===== config.mk =====
export PLATFORM = sky130hd
export DESIGN_NAME = dswc_top
export DESIGN_NICKNAME = d
export VERILOG_FILES = /design/src/shared/dswc_pkg.sv /design/src/rtl/dswc_prescale.sv /design/src/rtl/dswc_top.sv
export VERILOG_INCLUDE_DIRS = /design/src /design/src/shared
export SDC_FILE = /design/constraint.sdc
export NUM_CORES = 1
export LEC_CHECK = 0
export ABC_AREA = 1
export CAP_MARGIN = 20
export CORE_UTILIZATION = 25
export DETAILED_ROUTE_END_ITERATION = 8
export DONT_BUFFER_PORTS = 1
export PLACE_DENSITY = 0.39
export SETUP_SLACK_MARGIN = 0.02
export SYNTH_ARGS = -nofsm -noshare
export SYNTH_HDL_FRONTEND = slang
export SYNTH_HIERARCHICAL = 1
export SYNTH_SLANG_ARGS = --single-unit

===== constraint.sdc =====
create_clock -name ref_clk_i -period 3.3 [get_ports ref_clk_i]
set_input_delay 0.165 -clock ref_clk_i [delete_from_list [all_inputs] [get_ports ref_clk_i]]
set_output_delay 0.165 -clock ref_clk_i [all_outputs]
set_load 0.1 [all_outputs]

===== src/shared/dswc_regs.svh =====
// Offsets, field positions, reset values and counts of the deep-sleep watchdog configuration
`ifndef DSWC_REGS_SVH
`define DSWC_REGS_SVH

// ****************************************************************
// Register offsets
// ****************************************************************
`define DSWC_OFS_CONFIG   8'h00
`define DSWC_OFS_PROGRAM  8'h04
`define DSWC_OFS_STATUS   8'h08
`define DSWC_OFS_COUNT    8'h0c

// ****************************************************************
// Configuration word fields
// ****************************************************************
`define DSWC_CFG_WIDTH     24
`define DSWC_BIT_WDT_EN    7
`define DSWC_BIT_BOR_EN    6
`define DSWC_BIT_RTC_SEL   5
`define DSWC_BIT_WDT_SEL   4
`define DSWC_PS_MSB        3
`define DSWC_PS_LSB        0
`define DSWC_CFG_UNPROG    8'hff
`define DSWC_CFG_UPPER     16'hffff

// ****************************************************************
// Status fields
// ****************************************************************
`define DSWC_ST_PROGRAMMED 0
`define DSWC_ST_EXPIRED    1
`define DSWC_ST_RUNNING    2
`define DSWC_ST_REFUSED    3
`define DSWC_ST_BOR        4

// ****************************************************************
// Timing
// ****************************************************************
`define DSWC_PRESCALE      32
`define DSWC_BASE_TICK_MS  1
`define DSWC_PS_CODE_34S   4'h7
`define DSWC_PS_LIMIT_34S  32'h0000_8000
`define DSWC_PS_CODE_MAX   4'hf
`define DSWC_PS_LIMIT_MAX  32'h8000_0000

`endif


===== src/shared/dswc_pkg.sv =====
// Types of the deep-sleep watchdog configuration block
package dswc_pkg;

    typedef enum logic [1:0] {
        WD_IDLE,
        WD_COUNT,
        WD_EXPIRED
    } dswc_wd_state_t;

    typedef logic [3:0] dswc_postscale_t;

endpackage


===== src/rtl/dswc_prescale.sv =====
// Fixed divider turning reference clock ticks into base ticks
`timescale 1ns/10ps
module dswc_prescale #(
    parameter int DIV = 32
) (
    // Clock and reset
    input  wire logic ref_clk_i,
    input  wire logic reset_i,
    // Tick in and out
    input  wire logic clear_i,
    input  wire logic tick_i,
    output logic      tick_o
);

    localparam int CW = $clog2(DIV);
    localparam logic [CW-1:0] LAST = CW'(DIV - 1);

    logic [CW-1:0] cnt_q;
    logic [CW-1:0] cnt_d;
    logic          tick_q;
    logic          tick_d;

    always_comb begin
        cnt_d  = cnt_q;
        tick_d = 1'b0;
        if (clear_i) begin
            cnt_d = '0;
        end else if (tick_i) begin
            cnt_d  = (cnt_q == LAST) ? '0 : cnt_q + 1'b1;
            tick_d = (cnt_q == LAST);
        end
    end

    always_ff @(posedge ref_clk_i) begin
        if (reset_i) begin
            cnt_q  <= '0;
            tick_q <= 1'b0;
        end else begin
            cnt_q  <= cnt_d;
            tick_q <= tick_d;
        end
    end

    assign tick_o = tick_q;

    // Helper: input ticks seen since the last output tick
    logic [7:0] seen_q;
    always_ff @(posedge ref_clk_i) begin
        if (reset_i || clear_i || tick_q) begin
            seen_q <= 8'h00;
        end else if (tick_i) begin
            seen_q <= seen_q + 8'h01;
        end
    end
endmodule


===== src/rtl/dswc_top.sv =====
// Deep-sleep watchdog configuration word, timeout counter and clock selects
//
// Chosen here: the plain strobed port and the address map.
`timescale 1ns/10ps
`include "dswc_regs.svh"

module dswc_top (
    // Clock and reset
    input  wire logic        ref_clk_i,
    input  wire logic        reset_i,
    // Register port
    input  wire logic [7:0]  reg_addr_i,
    input  wire logic [31:0] reg_wdata_i,
    input  wire logic        reg_write_i,
    input  wire logic        reg_read_i,
    output logic      [31:0] reg_rdata_o,
    // Oscillator ticks and power mode
    input  wire logic        low_power_rc_osc_tick_i,
    input  wire logic        secondary_osc_tick_i,
    input  wire logic        deep_sleep_i,
    // Watchdog, brown-out and clock outputs
    output logic             wdt_expired_o,
    output logic             brownout_protect_o,
    output logic             rtc_ref_tick_o,
    output logic             rtc_ref_clock_select_o
);

    // ****************************************************************
    // Configuration word storage
    // ****************************************************************
    logic [7:0] cfg_q;
    logic [7:0] cfg_d;
    logic       programmed_q;
    logic       programmed_d;
    logic       refused_q;
    logic       refused_d;
    logic       prog_wr;
    logic       status_wr;

    assign prog_wr   = reg_write_i && (reg_addr_i == `DSWC_OFS_PROGRAM);
    assign status_wr = reg_write_i && (reg_addr_i == `DSWC_OFS_STATUS);

    always_comb begin
        cfg_d        = cfg_q;
        programmed_d = programmed_q;
        refused_d    = refused_q;
        if (status_wr && reg_wdata_i[`DSWC_ST_REFUSED]) begin
            refused_d = 1'b0;
        end
        if (prog_wr) begin
            if (!programmed_q) begin
                // Programming only clears bits, and only once
                cfg_d        = cfg_q & reg_wdata_i[7:0];
                programmed_d = 1'b1;
            end else begin
                refused_d = 1'b1;
            end
        end
    end

    always_ff @(posedge ref_clk_i) begin
        if (reset_i) begin
            cfg_q        <= `DSWC_CFG_UNPROG;
            programmed_q <= 1'b0;
            refused_q    <= 1'b0;
        end else begin
            cfg_q        <= cfg_d;
            programmed_q <= programmed_d;
            refused_q    <= refused_d;
        end
    end

    logic                      wdt_en;
    logic                      bor_en;
    logic                      rtc_sel;
    logic                      wdt_sel;
    dswc_pkg::dswc_postscale_t ps_code;

    assign wdt_en  = cfg_q[`DSWC_BIT_WDT_EN];
    assign bor_en  = cfg_q[`DSWC_BIT_BOR_EN];
    assign rtc_sel = cfg_q[`DSWC_BIT_RTC_SEL];
    assign wdt_sel = cfg_q[`DSWC_BIT_WDT_SEL];
    assign ps_code = cfg_q[`DSWC_PS_MSB:`DSWC_PS_LSB];

    // ****************************************************************
    // Reference clock selects and prescaler
    // ****************************************************************
    logic wdt_src_tick;
    logic base_tick;
    logic wd_clear;

    assign wdt_src_tick = wdt_sel ? low_power_rc_osc_tick_i : secondary_osc_tick_i;

    dswc_prescale #(
        .DIV(`DSWC_PRESCALE)
    ) u_prescale (
        .ref_clk_i (ref_clk_i),
        .reset_i   (reset_i),
        .clear_i   (wd_clear),
        .tick_i    (wdt_src_tick),
        .tick_o    (base_tick)
    );

    // ****************************************************************
    // Postscale limit
    // ****************************************************************
    logic [31:0] ps_limit;
    logic [4:0]  ps_shift;

    // Divide ratio is two to the power of twice the code plus one
    assign ps_shift = {ps_code, 1'b1};
    assign ps_limit = 32'h0000_0001 << ps_shift;

    // ****************************************************************
    // Timeout counter
    // ****************************************************************
    dswc_pkg::dswc_wd_state_t state_q;
    dswc_pkg::dswc_wd_state_t state_d;
    logic [31:0]              count_q;
    logic [31:0]              count_d;
    logic                     expired_q;
    logic                     expired_d;

    // Counting only makes sense in deep sleep with the enable set
    assign wd_clear = !wdt_en || !deep_sleep_i;

    always_comb begin
        state_d   = state_q;
        count_d   = count_q;
        expired_d = expired_q;
        case (state_q)
            dswc_pkg::WD_IDLE: begin
                count_d   = '0;
                expired_d = 1'b0;
                if (!wd_clear) begin
                    state_d = dswc_pkg::WD_COUNT;
                end
            end
            dswc_pkg::WD_COUNT: begin
                if (wd_clear) begin
                    state_d = dswc_pkg::WD_IDLE;
                    count_d = '0;
                end else if (base_tick) begin
                    if (count_q == ps_limit - 32'h1) begin
                        state_d   = dswc_pkg::WD_EXPIRED;
                        expired_d = 1'b1;
                        count_d   = '0;
                    end else begin
                        count_d = count_q + 32'h1;
                    end
                end
            end
            dswc_pkg::WD_EXPIRED: begin
                if (wd_clear) begin
                    state_d   = dswc_pkg::WD_IDLE;
                    expired_d = 1'b0;
                end
            end
            default: begin
                state_d   = dswc_pkg::WD_IDLE;
                count_d   = '0;
                expired_d = 1'b0;
            end
        endcase
    end

    always_ff @(posedge ref_clk_i) begin
        if (reset_i) begin
            state_q   <= dswc_pkg::WD_IDLE;
            count_q   <= '0;
            expired_q <= 1'b0;
        end else begin
            state_q   <= state_d;
            count_q   <= count_d;
            expired_q <= expired_d;
        end
    end

    assign wdt_expired_o = expired_q;

    // ****************************************************************
    // Brown-out and real-time clock outputs
    // ****************************************************************
    logic bor_q;
    logic bor_d;
    logic rtc_tick_q;
    logic rtc_tick_d;
    logic rtc_sel_q;

    always_comb begin
        // Outside deep sleep protection always stays on
        bor_d      = deep_sleep_i ? bor_en : 1'b1;
        rtc_tick_d = rtc_sel ? secondary_osc_tick_i : low_power_rc_osc_tick_i;
    end

    always_ff @(posedge ref_clk_i) begin
        if (reset_i) begin
            bor_q      <= 1'b1;
            rtc_tick_q <= 1'b0;
            rtc_sel_q  <= 1'b1;
        end else begin
            bor_q      <= bor_d;
            rtc_tick_q <= rtc_tick_d;
            rtc_sel_q  <= rtc_sel;
        end
    end

    assign brownout_protect_o     = bor_q;
    assign rtc_ref_tick_o         = rtc_tick_q;
    assign rtc_ref_clock_select_o = rtc_sel_q;

    // ****************************************************************
    // Register read port
    // ****************************************************************
    logic [31:0] rdata_q;
    logic [31:0] rdata_d;
    logic [7:0]  status;

    assign status = {3'h0, bor_q, refused_q, (state_q == dswc_pkg::WD_COUNT),
                     expired_q, programmed_q};

    always_comb begin
        rdata_d = '0;
        if (reg_read_i) begin
            case (reg_addr_i)
                `DSWC_OFS_CONFIG:  rdata_d = {8'h00, `DSWC_CFG_UPPER, cfg_q};
                `DSWC_OFS_STATUS:  rdata_d = {24'h0, status};
                `DSWC_OFS_COUNT:   rdata_d = count_q;
                default:           rdata_d = '0;
            endcase
        end
    end

    always_ff @(posedge ref_clk_i) begin
        if (reset_i) begin
            rdata_q <= '0;
        end else begin
            rdata_q <= rdata_d;
        end
    end

    assign reg_rdata_o = rdata_q;
endmodule


==> parameters.txt, run 1 <==
Parameter                              Value

Status
  Status    complete, no violations

Global route
  Initial antenna violation count    0
  Number of global-route vias before repair    3,883
  All-layer global routing usage    0.1497
  Largest net degree at the start of global routing    32
  First-pass GRT wire length    around 20,000 um
  Total congestion overflow    0

Critical path
  Launch point of the worst path    cfg_q[0]$_SDFFE_PP1P_
  Worst endpoint data arrival time    roughly 2.9 ns
  Capturing point of the worst reg2reg path    count_q[23]$_SDFFE_PP0P_
  Worst reg2reg path startpoint    cfg_q[0]$_SDFFE_PP1P_
  Crit path launch type    flop
  Required time at the worst-slack endpoint    ~3.5 ns
  Critical path peak fanout    31
  Number of cells traversed by the worst register-to-register path    19
  Setup slack of the most critical reg-to-reg path    0.63 ns
  Class of the most critical setup path    flop to flop
  Endpoint type of the worst setup path    flop

Synthesis
  Number of nets in the synthesized netlist    681
  Library cell with the largest summed area after synthesis    sky130_fd_sc_hd__dfxtp_1
  Proportion of synthesized flip-flops having asynchronous set or reset    0
  Number of flops mapped to enable cells by yosys    0
  Leading register cell type out of synthesis    sky130_fd_sc_hd__dfxtp_1
  Most frequent cell after synthesis    sky130_fd_sc_hd__nand2_1
  Synth Instances    630
  Synth area leaders    sky130_fd_sc_hd__dfxtp_1 41%, sky130_fd_sc_hd__nand2_1 14%, sky130_fd_sc_hd__nor2_1 9.9%
  Synth Warn #    6
  Unique masters post-synth    35
  FF+latch count, synth    86
  Area fraction of the dominant cell type after synthesis    0.4064
  Synthesized area per cell    ~6.7 um2
  Share of synthesized area occupied by flip-flops and latches    0.4064
  Total standard cell area after synthesis    around 4200 um2
  Post-synth top cells    162 x sky130_fd_sc_hd__nand2_1, 112 x sky130_fd_sc_hd__nor2_1, 86 x sky130_fd_sc_hd__dfxtp_1, 69 x sky130_fd_sc_hd__inv_1, 36 x sky130_fd_sc_hd__nand3_1

STA
  Final Slew Violations    0
  Unrepaired setup endpoints after global routing    no
  Post-Route Skew    between 0.007 and 0.008 ns
  Maximum achievable frequency    375.1 MHz
  Setup Total Neg Slack    0 ns
  Final Hold Viols    0
  Final worst slack    0.6341 ns
  Worst Max-Slew Pin Slew    about 1.1 ns
  Headroom to the max-slew limit    0.2951
  Crit path time final    2.666 ns
  Smallest hold slack    0.01087 ns
  Final Cycle Share    0.8078
  Count of final setup violators    0

Clocking
  Buffers from clock root to sink, at most    2
  Clock transition at path regs    0.06 ns
  CTS Root Cell    sky130_fd_sc_hd__clkbuf_16
  CTS tree    yes
  Quantity of gates resized following cts    0
  # H-tree levels    3
  Latest clock arrival within the worst-skew pair    0.35 ns
  Clk sinks    86
  Post-CTS Setup Inserts    0
  Number of buffers added by the clock tree synthesis step    9

Hold path
  Hold Crit Endpoint    cfg_q[5]$_SDFFE_PP1P_
  Type of the worst min-delay path    primary input to flop
  Worst hold path depth    3
  Startpoint of the tightest hold check path    reg_wdata_i[5]

Place
  Routability congestion estimate from global placement    roughly 0.83
  Count of buffers from port buffering    0
  Placed Instance Area    approximately 4500 um2
  Placed cells    848
  Pre-CTS setup slack    between 0.5 and 0.6 ns
  Placed wire-length estimate after detailed placement    9577 um

Power
  Cell area power density    478.0 nW/um2
  Share of power burned in registers    0.438
  Post-route total power    approximately 2.4 mW
  Sw Ratio    0.2057
  Portion of total power attributed to combinational logic    0.040
  Lkg Pwr    just under 2 nW
  Worst-case vdd ir drop    0.2223 mV
  Switching power summed over all nets    495.0 uW
  Cell internal pwr    1.911 mW
  Share of total power in the clock network    0.522

Floorplan
  Core Box Area    16,580 um2
  Starting density of the core    0.2555
  FP Rows    47
  Area enclosed by the die boundary    ~17,000 um2
  Die width    about 130 um
  Die span in y    132.2 um
  Number of placed I/O pins    83

Routing
  Initial DRC count    211
  DR vias/cell    approximately 4.5
  Router iterations before antenna repair    6
  Final wirelength    12,450 um
  Routed WL per cell    14.21 um
  Residual DRC count    0
  Number of vias in the routed layout    3,908
  ANT nets after route    0

Final layout
  Sequential cell area in the final layout    1722 um2
  Share of final-layout standard cells stronger than drive strength 1    0.07470
  Utilization of the core after routing    0.3035
  Filler-free cell count of the finished design    876
  Final Net Count    702
  Synth-to-Final Area Change    18.81%
  Fill cell count    1,841
  Design Area, Final    5034 um2
  Number of antenna repair diodes    0
  Area occupied by multi-input gates    2146 um2

Flow run
  Number of violations of the max-capacitance limit    0
-- cell usage in the layout (no fill, tap or decap), types with 6 or more instances in the layout --
master / instances
sky130_fd_sc_hd__inv_1: 69
sky130_fd_sc_hd__dfxtp_1: 86
sky130_fd_sc_hd__nand2_1: 162
sky130_fd_sc_hd__a21oi_1: 32
sky130_fd_sc_hd__xor2_1: 19
sky130_fd_sc_hd__nor3_1: 18
sky130_fd_sc_hd__dlygate4sd3_1: 12
sky130_fd_sc_hd__clkbuf_16: 9
sky130_fd_sc_hd__nand3_1: 36
sky130_fd_sc_hd__nor2_1: 112
sky130_fd_sc_hd__buf_4: 14
sky130_fd_sc_hd__nand2_2: 6
sky130_fd_sc_hd__nand4_1: 12
sky130_fd_sc_hd__o21ai_0: 21
-- layer usage --
layer | vias up | GRT usage | wire, um
li1 | 2036 | - | -
met5 | - | 0 | 0
met1 | 1792 | 0.1843 | 5833
met3 | 16 | 0.03576 | 459
met4 | 0 | 0.04981 | 236
met2 | 64 | 0.2554 | 5921
-- state kept, by name, indices dropped and copies added (netlist names) --
signal	count
brownout_protect_o	1
cfg_q	8
count_q	32
programmed_q	1
refused_q	1
reg_rdata_o	32
rtc_ref_clock_select_o	1
rtc_ref_tick_o	1
state_q	2
u_prescale/cnt_q	5
u_prescale/tick_o	1
wdt_expired_o	1
-- power groups by stage --
stage / clock (mW) / sequential (mW) / combinational, mW
after global routing: 1.33 / 1.05 / 0.108
after floorplan: 0 / 1.08 / 0.0632
final: 1.26 / 1.05 / 0.0969
after global placement: 0 / 1.08 / 0.0856
after CTS: 1.29 / 1.05 / 0.0993
after detailed placement: 0 / 1.08 / 0.0871
-- timing repair --
| item | 4_1_cts | 5_1_grt |
|---|---|---|
| hold buffers | 12 | 0 |
| setup endpoints to repair | 0 | 0 |
| endpoints found under the hold margin | 14 | 0 |
-- worst max-delay path by stage --
| stage | endpoint | slack (ns) | depth (start not counted) |
|---|---|---|---|
| after floorplan | count_q[2]$_SDFFE_PP0P_ | 1.13 | 20 |
| after global placement | count_q[23]$_SDFFE_PP0P_ | 0.56 | 19 |
| after detailed placement | count_q[25]$_SDFFE_PP0P_ | 0.58 | 19 |
| after CTS | count_q[23]$_SDFFE_PP0P_ | 0.57 | 19 |
| after global routing | count_q[20]$_SDFFE_PP0P_ | 0.32 | 20 |
| final | count_q[23]$_SDFFE_PP0P_ | 0.63 | 19 |
-- cell families (layout without fill, tap and decap cells) --
group           Yosys count  count (layout)  synth area share
simple gates            360             360            0.3606
flops                    86              86            0.4064
xor+xnor                 23              23           0.04755
fa+ha+maj                 4               4           0.01181
buf+inv                  90             116           0.08712
mux                       1               1          0.002363
compound gates           66              66           0.08417
-- layout make-up --
class,count,area share
clock inverters,6,0.02635
inverters,73,0.05444
repair buffers,27,0.04872
multi-input cells,454,0.4263
flip-flops and latches,86,0.3420
well taps,220,0.05469
clock buffers,10,0.04748
-- worst max-delay path, cell delays in order, from the launching register on --
cell and delay, ns:
sky130_fd_sc_hd__dfxtp_1 0.31, sky130_fd_sc_hd__inv_1 0.17, sky130_fd_sc_hd__nand2_1 0.15, sky130_fd_sc_hd__nor2_1 0.17, sky130_fd_sc_hd__inv_1 0.06, sky130_fd_sc_hd__ha_1 0.26, sky130_fd_sc_hd__inv_1 0.11, sky130_fd_sc_hd__a21oi_1 0.06
sky130_fd_sc_hd__buf_4 0.16, sky130_fd_sc_hd__nand3b_1 0.07, sky130_fd_sc_hd__nand2_1 0.07, sky130_fd_sc_hd__nor2_1 0.10, sky130_fd_sc_hd__nand2_1 0.05, sky130_fd_sc_hd__nor2_1 0.22, sky130_fd_sc_hd__nand2_1 0.10, sky130_fd_sc_hd__nand2_2 0.10
sky130_fd_sc_hd__nand2_2 0.07, sky130_fd_sc_hd__nand2_4 0.06, sky130_fd_sc_hd__buf_12 0.18, sky130_fd_sc_hd__nor2_1 0.06
(Power assumes the default switching activity.)
==> run 2: changes to the inputs <==
Clock period 3.3 ns to 2.5 ns, I/O delays scaled along.
==> run 2 against run 1 <==
Combinational power is 60% higher. Sequential power up 32%. Worst setup slack lost 0.42 ns. Core utilization increased by 1.6 points. Via count grew 2.2%. Non-clock buffer count increased by 26. Critical path type unchanged.
==> parameters.txt, run 2 (same netlist as run 1, synthesis figures left out) <==
Parameter                              Value

STA
  Post-Route Skew    0.007636 ns (+0.0002172 ns)
  Final Cycle Share    0.9136 (+0.1058)
  Final worst slack    0.2160 ns (-0.4181 ns)
  Headroom to the max-slew limit    0.3646 (+0.06956)
  Maximum achievable frequency    437.8 MHz (+17%)
  Crit path time final    2.284 ns (-0.3819 ns)
  Final Slew Violations    0 (unchanged)
  Count of final setup violators    0 (unchanged)
  Unrepaired setup endpoints after global routing    no
  Final Hold Viols    0 (unchanged)
  Worst Max-Slew Pin Slew    0.9518 ns (-0.1042 ns)
  Setup Total Neg Slack    0 ns (unchanged)

Routing
  ANT nets after route    0 (unchanged)
  Final wirelength    12,950 um (+4.0%)
  Routed WL per cell    14.35 um (+0.99%)
  Residual DRC count    0 (unchanged)
  DR vias/cell    4.427 (-0.77%)
  Number of vias in the routed layout    3,993 (+2.2%)
  Initial DRC count    215 (+1.9%)
  Router iterations before antenna repair    7 (+1)

Floorplan
  Core Box Area    16,580 um2 (unchanged)
  Area enclosed by the die boundary    17,470 um2 (unchanged)
  Die span in y    132.2 um (unchanged)
  FP Rows    47 (unchanged)
  Starting density of the core    0.2555 (unchanged)
  Die width    132.2 um (unchanged)
  Number of placed I/O pins    83 (unchanged)

Power
  Post-route total power    3.074 mW (+28%)
  Worst-case vdd ir drop    0.3116 mV (+40%)
  Cell area power density    580.9 nW/um2 (+22%)
  Lkg Pwr    2.051 nW (+6.5%)

Clocking
  Number of buffers added by the clock tree synthesis step    9 (unchanged)
  # H-tree levels    3 (unchanged)
  CTS Root Cell    sky130_fd_sc_hd__clkbuf_16
  Clk sinks    86 (unchanged)
  CTS tree    yes
  Latest clock arrival within the worst-skew pair    0.35 ns (about the same)
  Clock transition at path regs    0.06 ns (about the same)
  Buffers from clock root to sink, at most    2 (unchanged)

Place
  Placed Instance Area    4697 um2 (+3.4%)
  Count of buffers from port buffering    0 (unchanged)
  Placed wire-length estimate after detailed placement    9906 um (+3.4%)
  Pre-CTS setup slack    0.04472 ns (-0.5369 ns)
  Routability congestion estimate from global placement    0.8440 (+1.3%)

Final layout
  Number of antenna repair diodes    0 (unchanged)
  Most frequent cells in the layout    160 x sky130_fd_sc_hd__nand2_1, 108 x sky130_fd_sc_hd__nor2_1, 83 x sky130_fd_sc_hd__dfxtp_1
  Share of final-layout standard cells stronger than drive strength 1    0.1217 (+0.04701)
  Fill cell count    1,893 (+2.8%)
  Commonest non-fill, non-tap cell in the layout    sky130_fd_sc_hd__nand2_1
  Design Area, Final    5291 um2 (+5.1%)
  Utilization of the core after routing    0.3191 (+0.01554)
  Final Net Count    728 (+3.7%)
  Synth-to-Final Area Change    24.90%

Critical path
  Crit path launch type    flop
  Required time at the worst-slack endpoint    2.74 ns (-0.80 ns)
  Critical path peak fanout    5 (-84%)
  Class of the most critical setup path    flop to flop
  Endpoint type of the worst setup path    flop
  Worst endpoint data arrival time    2.52 ns (-0.38 ns)

Global route
  Initial antenna violation count    0 (unchanged)
  All-layer global routing usage    0.1532 (+0.003490)
  Largest net degree at the start of global routing    25 (-22%)
  Total congestion overflow    0 (unchanged)
  Number of global-route vias before repair    3,929 (+1.2%)
  First-pass GRT wire length    20,440 um (+0.61%)

Hold path
  Type of the worst min-delay path    primary input to flop

Status
  Status    complete, no violations

Flow run
  Number of violations of the max-capacitance limit    0 (unchanged)
[run 2: cell count changes in the layout (fill, tap and decap cells not counted), sizes merged]
cell,delta
buf,+22
dlygate4sd3,+3
bufinv,-1
clkbuf,+1
clkinvlp,+1
[run 2: worst max-delay path: stages, from the launching register on]
cell and delay (ns):
sky130_fd_sc_hd__dfxtp_2 0.33, sky130_fd_sc_hd__inv_2 0.05, sky130_fd_sc_hd__buf_4 0.14, sky130_fd_sc_hd__nor2_4 0.09, sky130_fd_sc_hd__nand2_2 0.07, sky130_fd_sc_hd__ha_4 0.21, sky130_fd_sc_hd__nand2_1 0.06, sky130_fd_sc_hd__nand2_1 0.05
sky130_fd_sc_hd__nor2_1 0.11, sky130_fd_sc_hd__nand2_1 0.06, sky130_fd_sc_hd__nor2_1 0.10, sky130_fd_sc_hd__nand2_1 0.06, sky130_fd_sc_hd__nor2_1 0.08, sky130_fd_sc_hd__nand2_1 0.08, sky130_fd_sc_hd__nor2_4 0.14, sky130_fd_sc_hd__nand2_2 0.06
sky130_fd_sc_hd__nand2_2 0.07, sky130_fd_sc_hd__nand2_2 0.06, sky130_fd_sc_hd__nand2_4 0.14, sky130_fd_sc_hd__clkbuf_16 0.18, sky130_fd_sc_hd__nor2_1 0.04
[run 2: report_power, final]
group,switching (mW),internal (mW),total [mW]
combinational,0.0950,0.0598,0.155
sequential,0.0136,1.38,1.39
clock,0.556,0.974,1.53
[run 2: per-layer routing]
metal | vias to the layer above | part of all wire | track usage
met3 | 18 | 0.036 | 0.03306
met1 | 1812 | 0.46 | 0.1826
li1 | 2091 | - | -
met4 | 0 | 0.023 | 0.06322
met5 | - | 0 | 0
met2 | 72 | 0.48 | 0.2660
[run 2: final cells by class]
class | count | area, um2 | area share
multi-input combinational | 454 | 2193 | 0.4145
sequential | 86 | 1728 | 0.3266
timing repair buffer | 53 | 481.7 | 0.09104
tap | 220 | 275.3 | 0.05202
inverter | 73 | 274.0 | 0.05179
clock buffer | 10 | 229.0 | 0.04327
clock inverter | 6 | 110.1 | 0.02081
[run 2: metrics by stage]
stage	hold WS, ns	cells
after floorplan	0.1938	630
after global placement	0.1961	867
after detailed placement	0.1975	867
after CTS	0.09370	898
after global routing	0.1251	902
final	0.09966	902
[run 2: path summary, 6_finish.rpt]
kind                                  from                         end  slack [ns]  cells after the start
setup reg to reg     cfg_q[0]$_SDFFE_PP1P_     count_q[4]$_SDFFE_PP0P_        0.22                     20
hold / removal                     reset_i       cfg_q[3]$_SDFFE_PP1P_         0.1                      2
hold reg to reg   count_q[31]$_SDFFE_PP0P_  reg_rdata_o[31]$_SDFF_PP0_        0.48                      2
setup / recovery     cfg_q[0]$_SDFFE_PP1P_     count_q[4]$_SDFFE_PP0P_        0.22                     20
[run 2: repair_timing]
action	4_1_cts	5_1_grt
pin swaps	0	4
hold endpoints to repair	19	0
resized for setup	1	16
hold buffers	15	0
cloned	0	2
setup endpoints to repair	2	33
setup buffers	0	2
==> run 3: changes to the inputs <==
--- a/config.mk
+++ b/config.mk
@@ -9,2 +9,3 @@
 export ABC_AREA = 1
+export BUFFER_PORTS_ARGS = -buffer_cell sky130_fd_sc_hd__buf_2
 export CAP_MARGIN = 20
@@ -12,4 +13,3 @@
 export DETAILED_ROUTE_END_ITERATION = 8
-export DONT_BUFFER_PORTS = 1
-export PLACE_DENSITY = 0.39
+export PLACE_DENSITY = 0.43
 export SETUP_SLACK_MARGIN = 0.02
==> constraint.sdc (replaced) <==
create_clock -name ref_clk_i -period 2.5 [get_ports ref_clk_i]
set_input_delay 0.375 -clock ref_clk_i [delete_from_list [all_inputs] [get_ports ref_clk_i]]
set_output_delay 0.375 -clock ref_clk_i [all_outputs]
set_load 0.1 [all_outputs]
==> run 3 against run 2 <==
Maximum frequency is 2.6% lower. Core utilization increased by 1.1 points. Clock skew barely moved. Global-route usage rose by 0.25 points. Largest power group unchanged.
==> parameters.txt, run 3 (same netlist as run 1, synthesis figures left out) <==
Parameter                              Value

Final layout
  Most frequent cells in the layout    159 x sky130_fd_sc_hd__nand2_1, 101 x sky130_fd_sc_hd__nor2_1, 83 x sky130_fd_sc_hd__dfxtp_1
  Commonest non-fill, non-tap cell in the layout    sky130_fd_sc_hd__nand2_1
  Utilization of the core after routing    0.3296 (+0.01056)
  Final Net Count    767 (+5.4%)
  Synth-to-Final Area Change    29.03%
  Fill cell count    1,832 (-3.2%)
  Share of final-layout standard cells stronger than drive strength 1    0.2053 (+0.08357)
  Number of antenna repair diodes    0 (unchanged)
  Filler-free cell count of the finished design    941 (+4.3%)

Routing
  ANT nets after route    0 (unchanged)
  Number of vias in the routed layout    4,243 (+6.3%)
  Router iterations before antenna repair    4 (-3)
  Residual DRC count    0 (unchanged)
  Initial DRC count    181 (-16%)
  Final wirelength    13,270 um (+2.5%)
  Routed WL per cell    14.10 um (-1.8%)
  DR vias/cell    4.509 (+1.9%)

Critical path
  Worst endpoint data arrival time    2.59 ns (+0.07 ns)
  Class of the most critical setup path    flop to flop
  Worst path buffer plus inverter count    2 (-1)
  Peak per-stage delay on the critical path    0.33 ns (about the same)
  Ordered list of cells on the worst path    buf_6 > nor2_4 > nand2_2 > ha_4 > nand2_2 > nand2_1 > nor2_1 > nand2_1 > nor2_2 > nand2_1 > nor2_2 > nand2_1 > nor2_2 > nand2_1 > nand2_2 > nand2_4 > nand2_8 > clkbuf_16 > nor2_1
  Gate family responsible for the most delay along the worst path    simple AND/OR/NAND/NOR gates
  Crit path launch type    flop
  Required time at the worst-slack endpoint    2.74 ns (about the same)
  Most common cell type on the critical path    sky130_fd_sc_hd__nand2_1
  Highest-delay cell along the critical path    sky130_fd_sc_hd__dfxtp_2
  Critical path peak fanout    6 (+1)
  Endpoint type of the worst setup path    flop

Place
  Count of buffers from port buffering    58 (+58)
  Routability congestion estimate from global placement    0.8756 (+3.7%)
  Placed wire-length estimate after detailed placement    9974 um (+0.69%)
  Placed cells    919 (+6.0%)

Clocking
  Clock transition at path regs    0.06 ns (about the same)
  Clk sinks    86 (unchanged)
  Buffers from clock root to sink, at most    2 (unchanged)
  # H-tree levels    3 (unchanged)
  CTS Root Cell    sky130_fd_sc_hd__clkbuf_16
  Number of buffers added by the clock tree synthesis step    9 (unchanged)
  Hold-fix buffers, CTS    0 (-15)
  CTS tree    yes
  Latest clock arrival within the worst-skew pair    0.35 ns (about the same)

Floorplan
  Die span in y    132.2 um (unchanged)
  Starting density of the core    0.2555 (unchanged)
  Area enclosed by the die boundary    17,470 um2 (unchanged)
  Number of placed I/O pins    83 (unchanged)
  Core Box Area    16,580 um2 (unchanged)
  Die width    132.2 um (unchanged)
  FP Rows    47 (unchanged)

Status
  Status    complete, no violations

STA
  Final Hold Viols    0 (unchanged)
  Count of final setup violators    0 (unchanged)
  Post-Route Skew    0.007480 ns (-0.0001558 ns)
  Smallest hold slack    0.2144 ns (+0.1147 ns)
  Maximum achievable frequency    426.3 MHz (-2.6%)
  Unrepaired setup endpoints after global routing    yes
  Setup Total Neg Slack    0 ns (unchanged)
  Worst Max-Slew Pin Slew    0.5348 ns (-0.4170 ns)
  Headroom to the max-slew limit    0.6426 (+0.2780)
  Final Slew Violations    0 (unchanged)
  Final Cycle Share    0.9382 (+0.02463)
  Crit path time final    2.346 ns (+0.06157 ns)

Global route
  Total congestion overflow    0 (unchanged)
  Number of global-route vias before repair    4,126 (+5.0%)
  First-pass GRT wire length    21,100 um (+3.2%)
  All-layer global routing usage    0.1557 (+0.002531)
  Largest net degree at the start of global routing    19 (-24%)
  Initial antenna violation count    0 (unchanged)

Hold path
  Type of the worst min-delay path    primary input to flop

Power
  Cell area power density    561.1 nW/um2 (-3.4%)
  Lkg Pwr    2.274 nW (+11%)
  Worst-case vdd ir drop    0.3055 mV (-2.0%)

Flow run
  Number of violations of the max-capacitance limit    0 (unchanged)
-- run 3: cell count changes in the layout (fill, tap and decap cells not counted), moves of 7 or more --
cell / delta
sky130_fd_sc_hd__nor2_1: -7
sky130_fd_sc_hd__buf_2: +58
sky130_fd_sc_hd__buf_4: -7
sky130_fd_sc_hd__dlygate4sd3_1: -15
sky130_fd_sc_hd__nor2_2: +9
-- run 3: area by class of cell --
type / count / area, um2 / share of cell area
inverters: 73 / 274.0 / 0.05013
flip-flops and latches: 86 / 1725 / 0.3156
multi-input cells: 454 / 2227 / 0.4074
clock inverters: 5 / 81.33 / 0.01488
repair buffers: 92 / 630.6 / 0.1154
well taps: 220 / 275.3 / 0.05035
clock buffers: 11 / 252.7 / 0.04623
-- run 3: worst register-to-register path: cells and delay by family (launching register included) --
kind | cells | cell delay [ns]
simple gates | 16 | 1.38
fa+ha+maj | 1 | 0.25
flops | 1 | 0.33
buf+inv | 2 | 0.29
-- run 3: power breakdown --
group | switching [mW] | leakage (nW) | internal, mW | total, mW
clock network | 0.562 | 0.162 | 0.930 | 1.49
registers | 0.00450 | 0.692 | 1.38 | 1.38
logic | 0.117 | 1.42 | 0.0772 | 0.194
total | 0.684 | 2.27 | 2.38 | 3.07
-- run 3: path summary, 6_finish.rpt --
| check | startpoint | endpoint | slack (ns) | cells past startpoint |
|---|---|---|---|---|
| max | cfg_q[3]$_SDFFE_PP1P_ | count_q[2]$_SDFFE_PP0P_ | 0.15 | 19 |
| min | deep_sleep_i | brownout_protect_o$_SDFF_PP1_ | 0.21 | 2 |
| max reg2reg | cfg_q[3]$_SDFFE_PP1P_ | count_q[2]$_SDFFE_PP0P_ | 0.15 | 19 |
| min reg2reg | refused_q$_SDFF_PP0_ | refused_q$_SDFF_PP0_ | 0.46 | 2 |
-- run 3: per-stage QoR --
| stage | instance area, um2 | setup WS, ns | power [mW] |
|---|---|---|---|
| floorplan | 4237 | 0.3255 | 1.504 |
| global placement | 4942 | 0.06035 | 1.567 |
| detailed placement | 4942 | 0.06151 | 1.569 |
| CTS | 5276 | 0.04880 | 3.073 |
| global route | 5466 | -0.02141 | 3.188 |
| finish | 5466 | 0.1545 | 3.067 |
-- run 3: per-layer routing --
metal,global-route usage,wire length [um]
met5,0,0
met2,0.2537,6094
met3,0.03499,839
met4,0.06003,216
met1,0.1998,6118
-- run 3: repair_timing --
item | in CTS | in global routing
endpoints found under the setup margin | 0 | 34
gates resized for setup | 0 | 29
setup buffers | 0 | 2
